`src/pio_pkg.sv`:
```
// Constants, types and register map of the configuration switch decoder.
// Assumes a single 50 MHz clock and switch banks read as 1 for a closed rocker.
`default_nettype none

package pio_pkg;

    // ------------------------------------------------------------------
    // Widths and clock
    // ------------------------------------------------------------------
    localparam int          BANK_A_W      = 8;
    localparam int          BANK_B_W      = 12;
    localparam int          ADDR_W        = 8;
    localparam int          DATA_W        = 32;
    localparam int unsigned CLK_HZ        = 50_000_000;
    localparam int unsigned CLK_PERIOD_NS = 20;

    // ------------------------------------------------------------------
    // Power-up settling time before the banks are captured
    // ------------------------------------------------------------------
    localparam int unsigned SETTLE_NS     = 1000;
    localparam int unsigned SETTLE_CYCLES = (SETTLE_NS + CLK_PERIOD_NS - 1) / CLK_PERIOD_NS;

    // ------------------------------------------------------------------
    // Register byte offsets
    // ------------------------------------------------------------------
    localparam logic [ADDR_W-1:0] OFS_BANK_A  = 8'h00;
    localparam logic [ADDR_W-1:0] OFS_BANK_B  = 8'h04;
    localparam logic [ADDR_W-1:0] OFS_STATUS  = 8'h08;
    localparam logic [ADDR_W-1:0] OFS_CONTROL = 8'h0C;

    // ------------------------------------------------------------------
    // Bank bit positions (rocker n sits in bit n-1)
    // ------------------------------------------------------------------
    localparam int A_FLUSH   = 0;
    localparam int A_SERVICE = 1;
    localparam int A_BURNIN  = 2;
    localparam int A_COLD    = 3;
    localparam int A_LS_SEL  = 5;
    localparam int A_PAR_SEL = 6;
    localparam int A_RECLIM  = 7;
    localparam int B_RECLIM  = 0;
    localparam int B_CODE_MS = 1;
    localparam int B_CODE_MI = 2;
    localparam int B_CODE_LS = 3;
    localparam int B_HEX     = 4;
    localparam int B_CR_VT   = 5;
    localparam int B_CR_FF   = 6;
    localparam int B_CR_LF   = 7;
    localparam int B_LF_CR   = 8;
    localparam int B_CTS     = 6;
    localparam int B_DTR_INV = 7;
    localparam int B_DTR_EN  = 8;
    localparam int B_NO_RESP = 9;
    localparam int B_PAR_OFF = 9;
    localparam int B_BIT8    = 10;
    localparam int B_XON     = 11;
    localparam int B_PI_OFF  = 11;

    // ------------------------------------------------------------------
    // Factory default banks, baud codes, status and control fields
    // ------------------------------------------------------------------
    localparam logic [BANK_A_W-1:0] BANK_A_DEFAULT = 8'h00;
    localparam logic [BANK_B_W-1:0] BANK_B_DEFAULT = 12'hD8A;
    localparam logic [2:0]          BAUD_RESERVED  = 3'h7;
    localparam logic [2:0]          BAUD_FALLBACK  = 3'h5;
    localparam int unsigned         BAUD_RATE [7]  = '{300, 600, 1200, 2400, 4800, 9600, 19200};
    localparam int                  ST_VALID       = 0;
    localparam int                  ST_FLUSH       = 1;
    localparam int                  ST_SERVICE     = 2;
    localparam int                  ST_BURNIN      = 3;
    localparam int                  ST_COLD        = 4;
    localparam int                  ST_HEX         = 5;
    localparam int                  ST_IF_LO       = 6;
    localparam int                  ST_BAUD_LO     = 8;
    localparam int                  ST_BAUD_RSV    = 11;
    localparam int                  CTL_BAUD_RUN   = 0;
    localparam logic                CTL_RESET      = 1'b1;

    // ------------------------------------------------------------------
    // Types
    // ------------------------------------------------------------------
    typedef enum logic [1:0] {
        IF_SERIAL     = 2'b00,
        IF_PARALLEL   = 2'b01,
        IF_LONG_SHORT = 2'b10
    } pio_host_if_t;

    typedef enum logic [1:0] {
        SM_SETTLE  = 2'b00,
        SM_CAPTURE = 2'b01,
        SM_RUN     = 2'b10
    } pio_state_t;

    typedef struct packed {
        logic         flush_pages;
        logic         service_mode;
        logic         burn_in;
        logic         cold_start;
        logic         hex_dump;
        pio_host_if_t host_if;
    } pio_mode_t;

    typedef struct packed {
        logic [2:0] baud_code;
        logic       baud_reserved;
        logic       cts_enable;
        logic       dtr_enable;
        logic       dtr_invert;
        logic       no_respond;
        logic       xon_xoff;
    } pio_serial_t;

    typedef struct packed {
        logic [2:0] record_limit;
        logic [2:0] check_delay;
        logic       cr_after_vt;
        logic       cr_after_ff;
        logic       cr_after_lf;
        logic       lf_after_cr;
        logic       parity_check;
        logic       bit8_dedicated;
        logic       pi_enable;
    } pio_ls_t;

endpackage : pio_pkg

`default_nettype wire

```
`src/pio_switch_decoder.sv`:
```
// Power-up decoder for the two configuration switch banks of the formatter.
// Assumes static banks (1 = closed), synchronous inputs and a plain register port.
//
// Operation
// RL1: Bank A rocker 1 closed selects flush-pages behaviour.
// RL2: Bank A rocker 2 closed selects service mode.
// RL3: Burn-in only when bank A rockers 3 and 2 are both closed.
// RL4: Bank A rocker 4 closed requests a cold start at power-up.
// RL5: Serial baud code from bank B rockers 2-4, 300 to 19200 baud.
// RL6: Reserved baud code 111 falls back to 9600 baud.
// RL7: Switch readback shows closed rockers as 1, open as 0.
// RL8: Serial: bank B rocker 7 closed enables CTS flow control.
// RL9: Serial: bank B rocker 9 closed enables DTR handshaking.
// RL10: Serial: bank B rocker 8 inverts DTR polarity when DTR enabled.
// RL11: Serial: bank B rocker 10 closed means no response on errors.
// RL12: Serial: bank B rocker 12 closed enables Xon/Xoff flow control.
// RL13: Bank A rocker 7 closed selects the standard parallel interface.
// RL14: Bank A rocker 6 closed selects long/short-line parallel interface.
// RL15: Bank B rocker 5 closed enables hex dump mode.
// RL16: Long/short: bank A rocker 8 with bank B rocker 1 set record limit.
// RL17: Long/short: bank B rockers 2-4 give demand-to-check delay code.
// RL18: Long/short: bank B rockers 6-8 add CR after VT, FF, LF.
// RL19: Long/short: bank B rocker 9 adds LF after every CR.
// RL20: Long/short: parity checked when bank B rocker 10 open.
// RL21: Long/short: bit 8 from dedicated line when rocker 11 closed.
// RL22: Long/short: paper-instruction function disabled when rocker 12 closed.
// RL23: Banks sampled only once at power-up; changes wait for next power-on.
// RL24: Factory default gives serial interface at 9600 baud.
`default_nettype none

module pio_switch_decoder
    import pio_pkg::*;
#(
    parameter int unsigned CLK_RATE_HZ = pio_pkg::CLK_HZ
) (
    input  wire logic                          clock,
    input  wire logic                          rst,
    input  wire logic [pio_pkg::BANK_A_W-1:0] config_bank_a,
    input  wire logic [pio_pkg::BANK_B_W-1:0] config_bank_b,
    input  wire logic                          paper_instruction_line,
    input  wire logic                          eighth_data_line,
    input  wire logic                          cts_line,
    input  wire logic                          dtr_ready,
    input  wire logic [pio_pkg::ADDR_W-1:0]   reg_addr,
    input  wire logic [pio_pkg::DATA_W-1:0]   reg_wdata,
    input  wire logic                          reg_write,
    input  wire logic                          reg_read,
    output var  logic [pio_pkg::DATA_W-1:0]   reg_rdata,
    output var  logic                          config_valid,
    output var  pio_pkg::pio_mode_t            mode,
    output var  pio_pkg::pio_serial_t          serial_cfg,
    output var  pio_pkg::pio_ls_t              ls_cfg,
    output var  logic                          baud_tick,
    output var  logic                          tx_allowed,
    output var  logic                          dtr_line,
    output var  logic                          data_bit8,
    output var  logic                          paper_instr_active
);
    import pio_pkg::*;

    localparam int DIV_W = $clog2(CLK_RATE_HZ / BAUD_RATE[0] + 1);

    // ------------------------------------------------------------------
    // Elaboration checks
    // ------------------------------------------------------------------
    if (CLK_RATE_HZ / BAUD_RATE[6] < 2) begin : g_bad_clock
        $error("CLK_RATE_HZ too low for the fastest baud rate");
    end

    // ------------------------------------------------------------------
    // Declarations
    // ------------------------------------------------------------------
    pio_state_t                   state;
    logic [15:0]                  settle_cnt;
    logic [BANK_A_W-1:0]          snap_a;
    logic [BANK_B_W-1:0]          snap_b;
    logic                         baud_run;
    logic [DIV_W-1:0]             baud_cnt;
    logic [DIV_W-1:0]             div_tab [7];
    logic [DIV_W-1:0]             next_div;
    pio_host_if_t                 next_if;
    logic [2:0]                   next_code;
    logic                         capture;

    assign capture = (state == SM_CAPTURE);

    // ------------------------------------------------------------------
    // Divider table, one constant per baud code
    // ------------------------------------------------------------------
    for (genvar g = 0; g < 7; g++) begin : g_div
        assign div_tab[g] = DIV_W'(CLK_RATE_HZ / BAUD_RATE[g] - 1);
    end

    // ------------------------------------------------------------------
    // Power-up sequencer
    // ------------------------------------------------------------------
    // RL23 single capture
    always_ff @(posedge clock) begin
        if (rst) begin
            state      <= SM_SETTLE;
            settle_cnt <= 16'h0000;
        end else begin
            unique case (state)
                SM_SETTLE: begin
                    if (settle_cnt == 16'(SETTLE_CYCLES - 1)) begin
                        state <= SM_CAPTURE;
                    end else begin
                        settle_cnt <= settle_cnt + 16'h0001;
                    end
                end
                SM_CAPTURE: begin
                    state <= SM_RUN;
                end
                SM_RUN: begin
                    state <= SM_RUN;
                end
                default: begin
                    state <= SM_SETTLE;
                end
            endcase
        end
    end

    // ------------------------------------------------------------------
    // Snapshot of the banks
    // ------------------------------------------------------------------
    // RL24 factory default
    always_ff @(posedge clock) begin
        if (rst) begin
            snap_a       <= BANK_A_DEFAULT;
            snap_b       <= BANK_B_DEFAULT;
            config_valid <= 1'b0;
        end else if (capture) begin
            snap_a       <= config_bank_a;
            snap_b       <= config_bank_b;
            config_valid <= 1'b1;
        end
    end

    // ------------------------------------------------------------------
    // Decode of the live banks, taken only at capture
    // ------------------------------------------------------------------
    always_comb begin
        // RL13 parallel select
        if (config_bank_a[A_PAR_SEL]) begin
            next_if = IF_PARALLEL;
        // RL14 long/short select
        end else if (config_bank_a[A_LS_SEL]) begin
            next_if = IF_LONG_SHORT;
        end else begin
            next_if = IF_SERIAL;
        end
        next_code = {config_bank_b[B_CODE_MS], config_bank_b[B_CODE_MI], config_bank_b[B_CODE_LS]};
    end

    always_ff @(posedge clock) begin
        if (rst) begin
            mode <= '{host_if: IF_SERIAL, default: 1'b0};
        end else if (capture) begin
            // RL1 flush pages
            mode.flush_pages  <= config_bank_a[A_FLUSH];
            // RL2 service mode
            mode.service_mode <= config_bank_a[A_SERVICE];
            // RL3 burn-in gating
            mode.burn_in      <= config_bank_a[A_BURNIN] & config_bank_a[A_SERVICE];
            // RL4 cold start
            mode.cold_start   <= config_bank_a[A_COLD];
            // RL15 hex dump
            mode.hex_dump     <= config_bank_b[B_HEX];
            mode.host_if      <= next_if;
        end
    end

    always_ff @(posedge clock) begin
        if (rst) begin
            serial_cfg <= '{baud_code: BAUD_FALLBACK, default: 1'b0};
        end else if (capture) begin
            serial_cfg <= '{baud_code: BAUD_FALLBACK, default: 1'b0};
            if (next_if == IF_SERIAL) begin
                // RL5 baud code
                serial_cfg.baud_code     <= (next_code == BAUD_RESERVED) ? BAUD_FALLBACK : next_code;
                // RL6 reserved fallback
                serial_cfg.baud_reserved <= (next_code == BAUD_RESERVED);
                // RL8 CTS enable
                serial_cfg.cts_enable    <= config_bank_b[B_CTS];
                // RL9 DTR enable
                serial_cfg.dtr_enable    <= config_bank_b[B_DTR_EN];
                // RL10 DTR polarity
                serial_cfg.dtr_invert    <= config_bank_b[B_DTR_EN] & config_bank_b[B_DTR_INV];
                // RL11 error response
                serial_cfg.no_respond    <= config_bank_b[B_NO_RESP];
                // RL12 Xon/Xoff
                serial_cfg.xon_xoff      <= config_bank_b[B_XON];
            end
        end
    end

    always_ff @(posedge clock) begin
        if (rst) begin
            ls_cfg <= '0;
        end else if (capture) begin
            ls_cfg <= '0;
            if (next_if == IF_LONG_SHORT) begin
                // RL16 record limiting
                unique case ({config_bank_a[A_RECLIM], config_bank_b[B_RECLIM]})
                    2'b00: ls_cfg.record_limit <= 3'h0;
                    2'b01: ls_cfg.record_limit <= 3'h1;
                    2'b10: ls_cfg.record_limit <= 3'h2;
                    2'b11: ls_cfg.record_limit <= 3'h4;
                endcase
                // RL17 check delay
                ls_cfg.check_delay    <= next_code;
                // RL18 auto CR
                ls_cfg.cr_after_vt    <= config_bank_b[B_CR_VT];
                ls_cfg.cr_after_ff    <= config_bank_b[B_CR_FF];
                ls_cfg.cr_after_lf    <= config_bank_b[B_CR_LF];
                // RL19 auto LF
                ls_cfg.lf_after_cr    <= config_bank_b[B_LF_CR];
                // RL20 parity check
                ls_cfg.parity_check   <= ~config_bank_b[B_PAR_OFF];
                // RL21 bit 8 source
                ls_cfg.bit8_dedicated <= config_bank_b[B_BIT8];
                // RL22 PI function
                ls_cfg.pi_enable      <= ~config_bank_b[B_PI_OFF];
            end
        end
    end

    // ------------------------------------------------------------------
    // Serial baud divider
    // ------------------------------------------------------------------
    assign next_div = div_tab[serial_cfg.baud_code];

    // RL5 bit rate
    always_ff @(posedge clock) begin
        if (rst) begin
            baud_cnt  <= '0;
            baud_tick <= 1'b0;
        end else if (!baud_run || !config_valid || mode.host_if != IF_SERIAL) begin
            baud_cnt  <= '0;
            baud_tick <= 1'b0;
        end else if (baud_cnt >= next_div) begin
            baud_cnt  <= '0;
            baud_tick <= 1'b1;
        end else begin
            baud_cnt  <= baud_cnt + DIV_W'(1);
            baud_tick <= 1'b0;
        end
    end

    // ------------------------------------------------------------------
    // Line handling
    // ------------------------------------------------------------------
    always_ff @(posedge clock) begin
        if (rst) begin
            tx_allowed         <= 1'b0;
            dtr_line           <= 1'b0;
            data_bit8          <= 1'b0;
            paper_instr_active <= 1'b0;
        end else begin
            // RL8 CTS gating
            tx_allowed <= config_valid & (~serial_cfg.cts_enable | cts_line);
            // RL10 DTR output
            dtr_line   <= serial_cfg.dtr_enable ? (dtr_ready ^ serial_cfg.dtr_invert) : 1'b0;
            // RL21 bit 8 mux
            data_bit8  <= ls_cfg.bit8_dedicated ? eighth_data_line : paper_instruction_line;
            // RL22 PI gating
            paper_instr_active <= ls_cfg.pi_enable & paper_instruction_line;
        end
    end

    // ------------------------------------------------------------------
    // Register port
    // ------------------------------------------------------------------
    always_ff @(posedge clock) begin
        if (rst) begin
            baud_run <= CTL_RESET;
        end else if (reg_write && reg_addr == OFS_CONTROL) begin
            baud_run <= reg_wdata[CTL_BAUD_RUN];
        end
    end

    // RL7 closed reads one
    always_ff @(posedge clock) begin
        if (rst) begin
            reg_rdata <= '0;
        end else begin
            reg_rdata <= '0;
            if (reg_read) begin
                unique case (reg_addr)
                    OFS_BANK_A:  reg_rdata <= DATA_W'(snap_a);
                    OFS_BANK_B:  reg_rdata <= DATA_W'(snap_b);
                    OFS_STATUS: begin
                        reg_rdata[ST_VALID]                  <= config_valid;
                        reg_rdata[ST_FLUSH]                  <= mode.flush_pages;
                        reg_rdata[ST_SERVICE]                <= mode.service_mode;
                        reg_rdata[ST_BURNIN]                 <= mode.burn_in;
                        reg_rdata[ST_COLD]                   <= mode.cold_start;
                        reg_rdata[ST_HEX]                    <= mode.hex_dump;
                        reg_rdata[ST_IF_LO +: 2]             <= mode.host_if;
                        reg_rdata[ST_BAUD_LO +: 3]           <= serial_cfg.baud_code;
                        reg_rdata[ST_BAUD_RSV]               <= serial_cfg.baud_reserved;
                    end
                    OFS_CONTROL: reg_rdata[CTL_BAUD_RUN] <= baud_run;
                    default:     reg_rdata <= '0;
                endcase
            end
        end
    end

    logic [15:0] since_rst;
    always_ff @(posedge clock) begin
        if (rst) begin
            since_rst <= 16'h0000;
        end else if (since_rst != 16'hFFFF) begin
            since_rst <= since_rst + 16'h0001;
        end
    end
endmodule : pio_switch_decoder

`default_nettype wire

```
`config.mk`:
```
export PLATFORM = sky130hd
export DESIGN_NAME = pio_switch_decoder
export DESIGN_NICKNAME = d
export VERILOG_FILES = /design/src/pio_pkg.sv /design/src/pio_switch_decoder.sv
export SDC_FILE = /design/constraint.sdc
export NUM_CORES = 1
export LEC_CHECK = 0
export ABC_AREA = 1
export BUFFER_PORTS_ARGS = -buffer_cell sky130_fd_sc_hd__buf_2
export CELL_PAD_IN_SITES_DETAIL_PLACEMENT = 1
export CELL_PAD_IN_SITES_GLOBAL_PLACEMENT = 1
export CORE_MARGIN = 8
export CORE_UTILIZATION = 40
export CTS_CLUSTER_SIZE = 10
export DETAILED_ROUTE_END_ITERATION = 7
export HOLD_SLACK_MARGIN = 0.12
export PLACE_DENSITY_LB_ADDON = 0.1
export SYNTH_ARGS = -nofsm -noshare
export SYNTH_HDL_FRONTEND = slang
export SYNTH_SLANG_ARGS = --single-unit
```
`constraint.sdc`:
```
create_clock -name clock -period 6.2 [get_ports clock]
set_input_delay 1.86 -clock clock [delete_from_list [all_inputs] [get_ports clock]]
set_output_delay 1.86 -clock clock [all_outputs]
set_load 0.01 [all_outputs]
```
# --- After elaboration in Yosys (flattened, before gate mapping) ---
# Memories as Yosys holds them, arrays and structs flattened.
# Cells that the tools add are included.
totals:
  reg_bits: 124
  inputBits: 68
  rom_bits: 144
  mem_count: 1
op_classes:
  bitwise_logic: 13
  magnitude_cmp: 2
  add_sub_neg: 2
  n_reduce_logical: 16
  n_eq_ne: 12
  muxes: 14
mem_list:
  columns: ["memory", "words", "width", "read_ports", "rd_clocked_by_memory_dff", "wr", "line_no", "text"]
  rows:
  - ["(no name shown)", 8, 18, 1, 0, 0, "pio_switch_decoder.sv:232", "assign next_div = div_tab[serial_cfg.baud_code];"]
op_table:
  columns: ["op", "n"]
  rows:
  - ["18-bit 2-to-1 mux", 2]
  - ["11-bit one-hot mux with 3 select lines", 1]
  - ["18-bit by 1-bit adder with 18-bit output (second input constant)", 1]
  - ["18-bit greater-or-equal comparator", 1]
  - ["16-bit by 1-bit adder with 16-bit output (second input constant)", 1]
  - ["16-bit by 6-bit equality test with 1-bit output (second input constant)", 1]
  - ["8-bit by 4-bit equality test with 1-bit output (second input constant)", 2]
  - ["13-bit 2-to-1 mux", 1]
  - ["3-bit one-hot mux with 4 select lines", 1]
  - ["9-bit 2-to-1 mux", 1]
  - ["2-bit equality test (second input constant)", 4]
  - ["8-bit by 3-bit equality test with 1-bit output (second input constant)", 1]
  - ["8-bit zero test", 1]
  - ["2-bit OR reduction", 4]
  - ["2-bit zero test", 3]
  - ["2-bit 2-to-1 mux", 3]
  - ["1-bit NOT", 6]
  - ["1-bit AND", 4]
  - ["2-bit by 1-bit equality test with 1-bit output (second input constant)", 2]
  - ["4-bit greater-or-equal comparator (second input constant)", 1]
  - ["3-bit NOT with 4-bit output", 1]
  - ["1-bit one-hot mux with 4 select lines", 1]
  - ["2-bit one-hot mux with 2 select lines", 1]
  - ["3-bit equality test (second input constant)", 1]
  - ["11 further kinds", 14]

# --- Depth between registers and ports, before layout ---
logic_depth:
  ltp_word: 6
  depth_mapped: 16
  ltp_nobuf: 16

# --- Least setup slack after synthesis ---
# OpenSTA, ideal clock, no wires.
synth_timing:
  path_type: "in2reg"
  from: "input port reg_addr[7] in the netlist's numbering"
  to: "register reg_rdata[5] in the netlist's numbering"
  n_path_buf: 1
  arrival_ns: 2.677
  slack_ns: 3.466
  path_stages: 8
  cell_sequence: "nor2_1 > nand2_1 > nor2_1 > buf_2 > nand2_1 > nand3_1 > nand2_1 > inv_1"
synth_between:
  elab_chain_cells: 2
  elab_cells_between_ends: 4
  cone_classes: "eq/ne: 2; mux: 1; reduce/logical: 1"
synth_lines:
  columns: ["element", "line_no", "text"]
  rows:
  - ["start: declaration", "pio_switch_decoder.sv:44", "input wire logic [pio_pkg::ADDR_W-1:0] reg_addr,"]
  - ["8-bit by 4-bit equality test with 1-bit output (tied with other cells)", "pio_switch_decoder.sv:290", "unique case (reg_addr)"]
  - ["11-bit one-hot mux with 3 select lines (*)", "pio_switch_decoder.sv:290", null]
  - ["end signal: assignment", "pio_switch_decoder.sv:291", "OFS_BANK_A: reg_rdata <= DATA_W'(snap_a);"]
  - ["end signal: assignment", "pio_switch_decoder.sv:292", "OFS_BANK_B: reg_rdata <= DATA_W'(snap_b);"]
  - ["end signal: indexed assignment", "pio_switch_decoder.sv:294", "reg_rdata[ST_VALID] <= config_valid;"]
  - ["end: declaration", "pio_switch_decoder.sv:48", "output var logic [pio_pkg::DATA_W-1:0] reg_rdata,"]
# Mark *: on every way between the ends. The rest lies on a longest branch, timed or not.
# A chain may end at the register's enable or synchronous reset.

# --- Worst setup path in the final report ---
layout_timing:
  from: "input port rst"
  to: "register baud_cnt[6]"
layout_between:
  elab_chain_cells: 1
layout_lines:
  columns: ["element", "line_no", "text"]
  rows:
  - ["start: declaration", "pio_switch_decoder.sv:37", "input wire logic rst,"]
  - ["3-bit OR reduction (no line)", null, null]
  - ["end signal: assignment", "pio_switch_decoder.sv:246", "baud_cnt <= baud_cnt + DIV_W'(1);"]
  - ["end: declaration", "pio_switch_decoder.sv:78", "logic [DIV_W-1:0] baud_cnt;"]
# Every way passes these cells.

==> results.py <==
metrics = {
    "final_layout": {
        "nNetsFinal": 876,
        "seq_area_um2": 1980,
        "final_util": 0.465,
        "multi_input_area_um2": 2670,
        "drive_above_1_share": 0.178,
        "n_fill_cell": 1664,
        "area_growth_pct": 13.6,
        "n_antenna_cell": 0,
    },
    "sta": {
        "tns_ns": 0,
        "finalWorstSetupSlack_ns": 2.45,
        "maxSlewHeadroom": 0.433,
        "fmaxAchievable_mhz": 267,
        "setup_violations": 0,
        "hold_violations": 0,
        "skew_ns": 0.00927,
        "worst_pin_slew_ns": 0.851,
        "timing.final.crit_share": 0.605,
        "fin_crit_ns": 3.75,
        "holdWs_ns": 0.464,
        "rsz0062_at_grt": "false",
        "drv_slew": 0,
    },
    "clock_tree": {
        "cts_resized": 0,
        "clk_pin_slew_ns": 0.08,
        "cts_root_buf": "clkbuf_16",
        "clk_latency_ns": 0.35,
        "cts_tree": "built",
        "cts_buffers": 9,
        "clock-sinks": 99,
        "clockBufferDepth": 2,
        "cts_setup_buffers": 0,
        "htreeDepth": 3,
        "cts-hold-fix-buffers": 0,
    },
    "worst_setup_path": {
        "path_cells": "buf_2 > inv_2 > nand2_1 > nor3_1 > nand3_2 > nor2_1",
        "cp-end-kind": "flop",
        "critPathSlowestCell": "inv_2",
        "crit_arrival_ns": 4.02,
        "startpoint_type": "input port",
        "cpPeakStageDelay_ns": 0.53,
        "worstSetupPathType": "input port to flop",
        "cp_max_fo": 38,
        "cp.required_ns": 6.47,
    },
    "floorplanning": {
        "io_pins": 135,
        "rows": 41,
        "dieArea_um2": 16700,
        "core_area_um2": 12600,
        "die_h_um": 129,
        "dieWidth_um": 129,
        "start_util": 0.409,
    },
    "flow_run": {
        "drv_cap": 0,
    },
    "synth": {
        "synth_edf_count": 0,
        "syn_area_per_cell_um2": 7.23,
        "yosysMostFrequentCell": "nand2_1",
        "synth.cell_area_um2": 5140,
        "synthArstFlopShare": 0,
        "synth.area.top_cells": "dfxtp_1, nand2_1, ha_1",
        "ys_ff_latch": 99,
        "netlist_top_cells_count": "nand2_1, dfxtp_1, nor2_1",
        "ys.warnings.count": 0,
        "synthCells": 712,
        "synth_flop_cell": "dfxtp_1",
        "ys_types": 40,
        "synthDominantCellAreaShare": 0.385,
        "synth_top_area_cell": "dfxtp_1",
        "seq_area_frac_synth": 0.385,
    },
    "detailed_routing": {
        "num_vias": 4600,
        "detail-route-antenna-nets": 0,
        "wl_per_cell_um": 15.1,
        "drc": 0,
        "dr.pass1.iters": 4,
        "avgViaCountPerCell": 4.81,
        "drt_iter0_markers": 195,
        "wirelength_um": 14400,
    },
    "min_path": {
        "hold_path.class": "flop to flop",
    },
    "place": {
        "place.gp.congestion": 0.853,
        "place_ws_ns": 2.04,
        "port_buffers": 83,
        "dp_hpwl_um": 11100,
    },
    "grt": {
        "grt_max_degree": 39,
        "grt_pass1_wl_um": 24100,
        "grt_usage": 0.179,
        "antenna_found_initial": 0,
        "first_global_vias": 4934,
        "overflow": 0,
    },
    "outcome": {
        "outcome": "finished, final reports clean",
    },
    "power_and_ir_drop": {
        "pwr_density_cell_nw_per_um2": 213,
        "p_leak_nw": 2.70,
        "ir_drop_mv": 0.103,
    },
}
## cells in the final DEF, fill, tap and decap left out, types with 9 or more instances in the layout
cell type and count:
a21oi_2 10, buf_2 83, clkbuf_16 9, nand2_1 202, xor2_1 12, inv_1 63
ha_1 28, nand4_1 11, nand3_1 40, dfxtp_1 99, nor2_1 79, o21ai_0 22
conb_1 20, a21oi_1 42
## final cells by class
type	count	share of cell area
Clock buffer	11	0.0415
Sequential cell	99	0.339
Inverter	70	0.0450
Timing Repair Buffer	85	0.0736
Multi-Input combinational cell	515	0.456
Tap cell	172	0.0368
Clock inverter	5	0.00771
## per-layer routing
| layer | global-route usage | routed length, um | up-vias |
|---|---|---|---|
| met5 | 0 | 0 | - |
| li1 | - | - | 2341 |
| met2 | 0.294 | 6730 | 71 |
| met3 | 0.0464 | 755 | 10 |
| met4 | 0.0471 | 122 | 0 |
| met1 | 0.228 | 6810 | 2178 |
## kinds of logic after synthesis
group / count (synthesis) / share of synthesized area
flip-flops: 99 / 0.385
AO/OA/AOI/OAI: 84 / 0.0951
adder cells (fa/ha/maj): 28 / 0.0681
other: 1 / 0.000729
XOR/XNOR: 20 / 0.0340
AND/OR/NAND/NOR: 363 / 0.306
buffers and inverters: 117 / 0.110
## final timing paths
path / from / endpoint / slack (ns) / depth (start not counted)
setup / recovery: rst / baud_cnt[6] / 2.45 / 6
hold / removal: ls_cfg[7] / ls_cfg[7] / 0.46 / 2
setup reg to reg: serial_cfg[8] / baud_cnt[6] / 3.29 / 13
hold reg to reg: ls_cfg[7] / ls_cfg[7] / 0.46 / 2
## sequential cells by signal, summed over array words and instances (netlist names)
register / count
snap_a: 8
snap_b: 12
baud_cnt: 18
settle_cnt: 16
ls_cfg: 13
data_bit8: 1
reg_rdata: 12
dtr_line: 1
config_valid: 1
baud_run: 1
state: 2
serial_cfg: 9
baud_tick: 1
paper_instr_active: 1
tx_allowed: 1
mode: 2
## metrics by stage
stage | instances | power, mW | area (um2)
floorplan | 731 | 0.691 | 5220
global placement | 941 | 0.702 | 5560
detailed placement | 941 | 0.704 | 5560
CTS | 957 | 1.26 | 5840
global route | 957 | 1.29 | 5840
finish | 957 | 1.24 | 5840
## worst max-delay path, delay by kind of cell
| kind | cells | cell delay, ns |
|---|---|---|
| AND/OR/NAND/NOR | 4 | 1.22 |
| buffers and inverters | 2 | 0.89 |
## report_power, final
group	switching [mW]	leakage [nW]	internal, mW
logic	0.0342	1.76	0.0149
registers	0.00255	0.798	0.638
clock network	0.265	0.138	0.290
(Power assumes the default switching activity.)
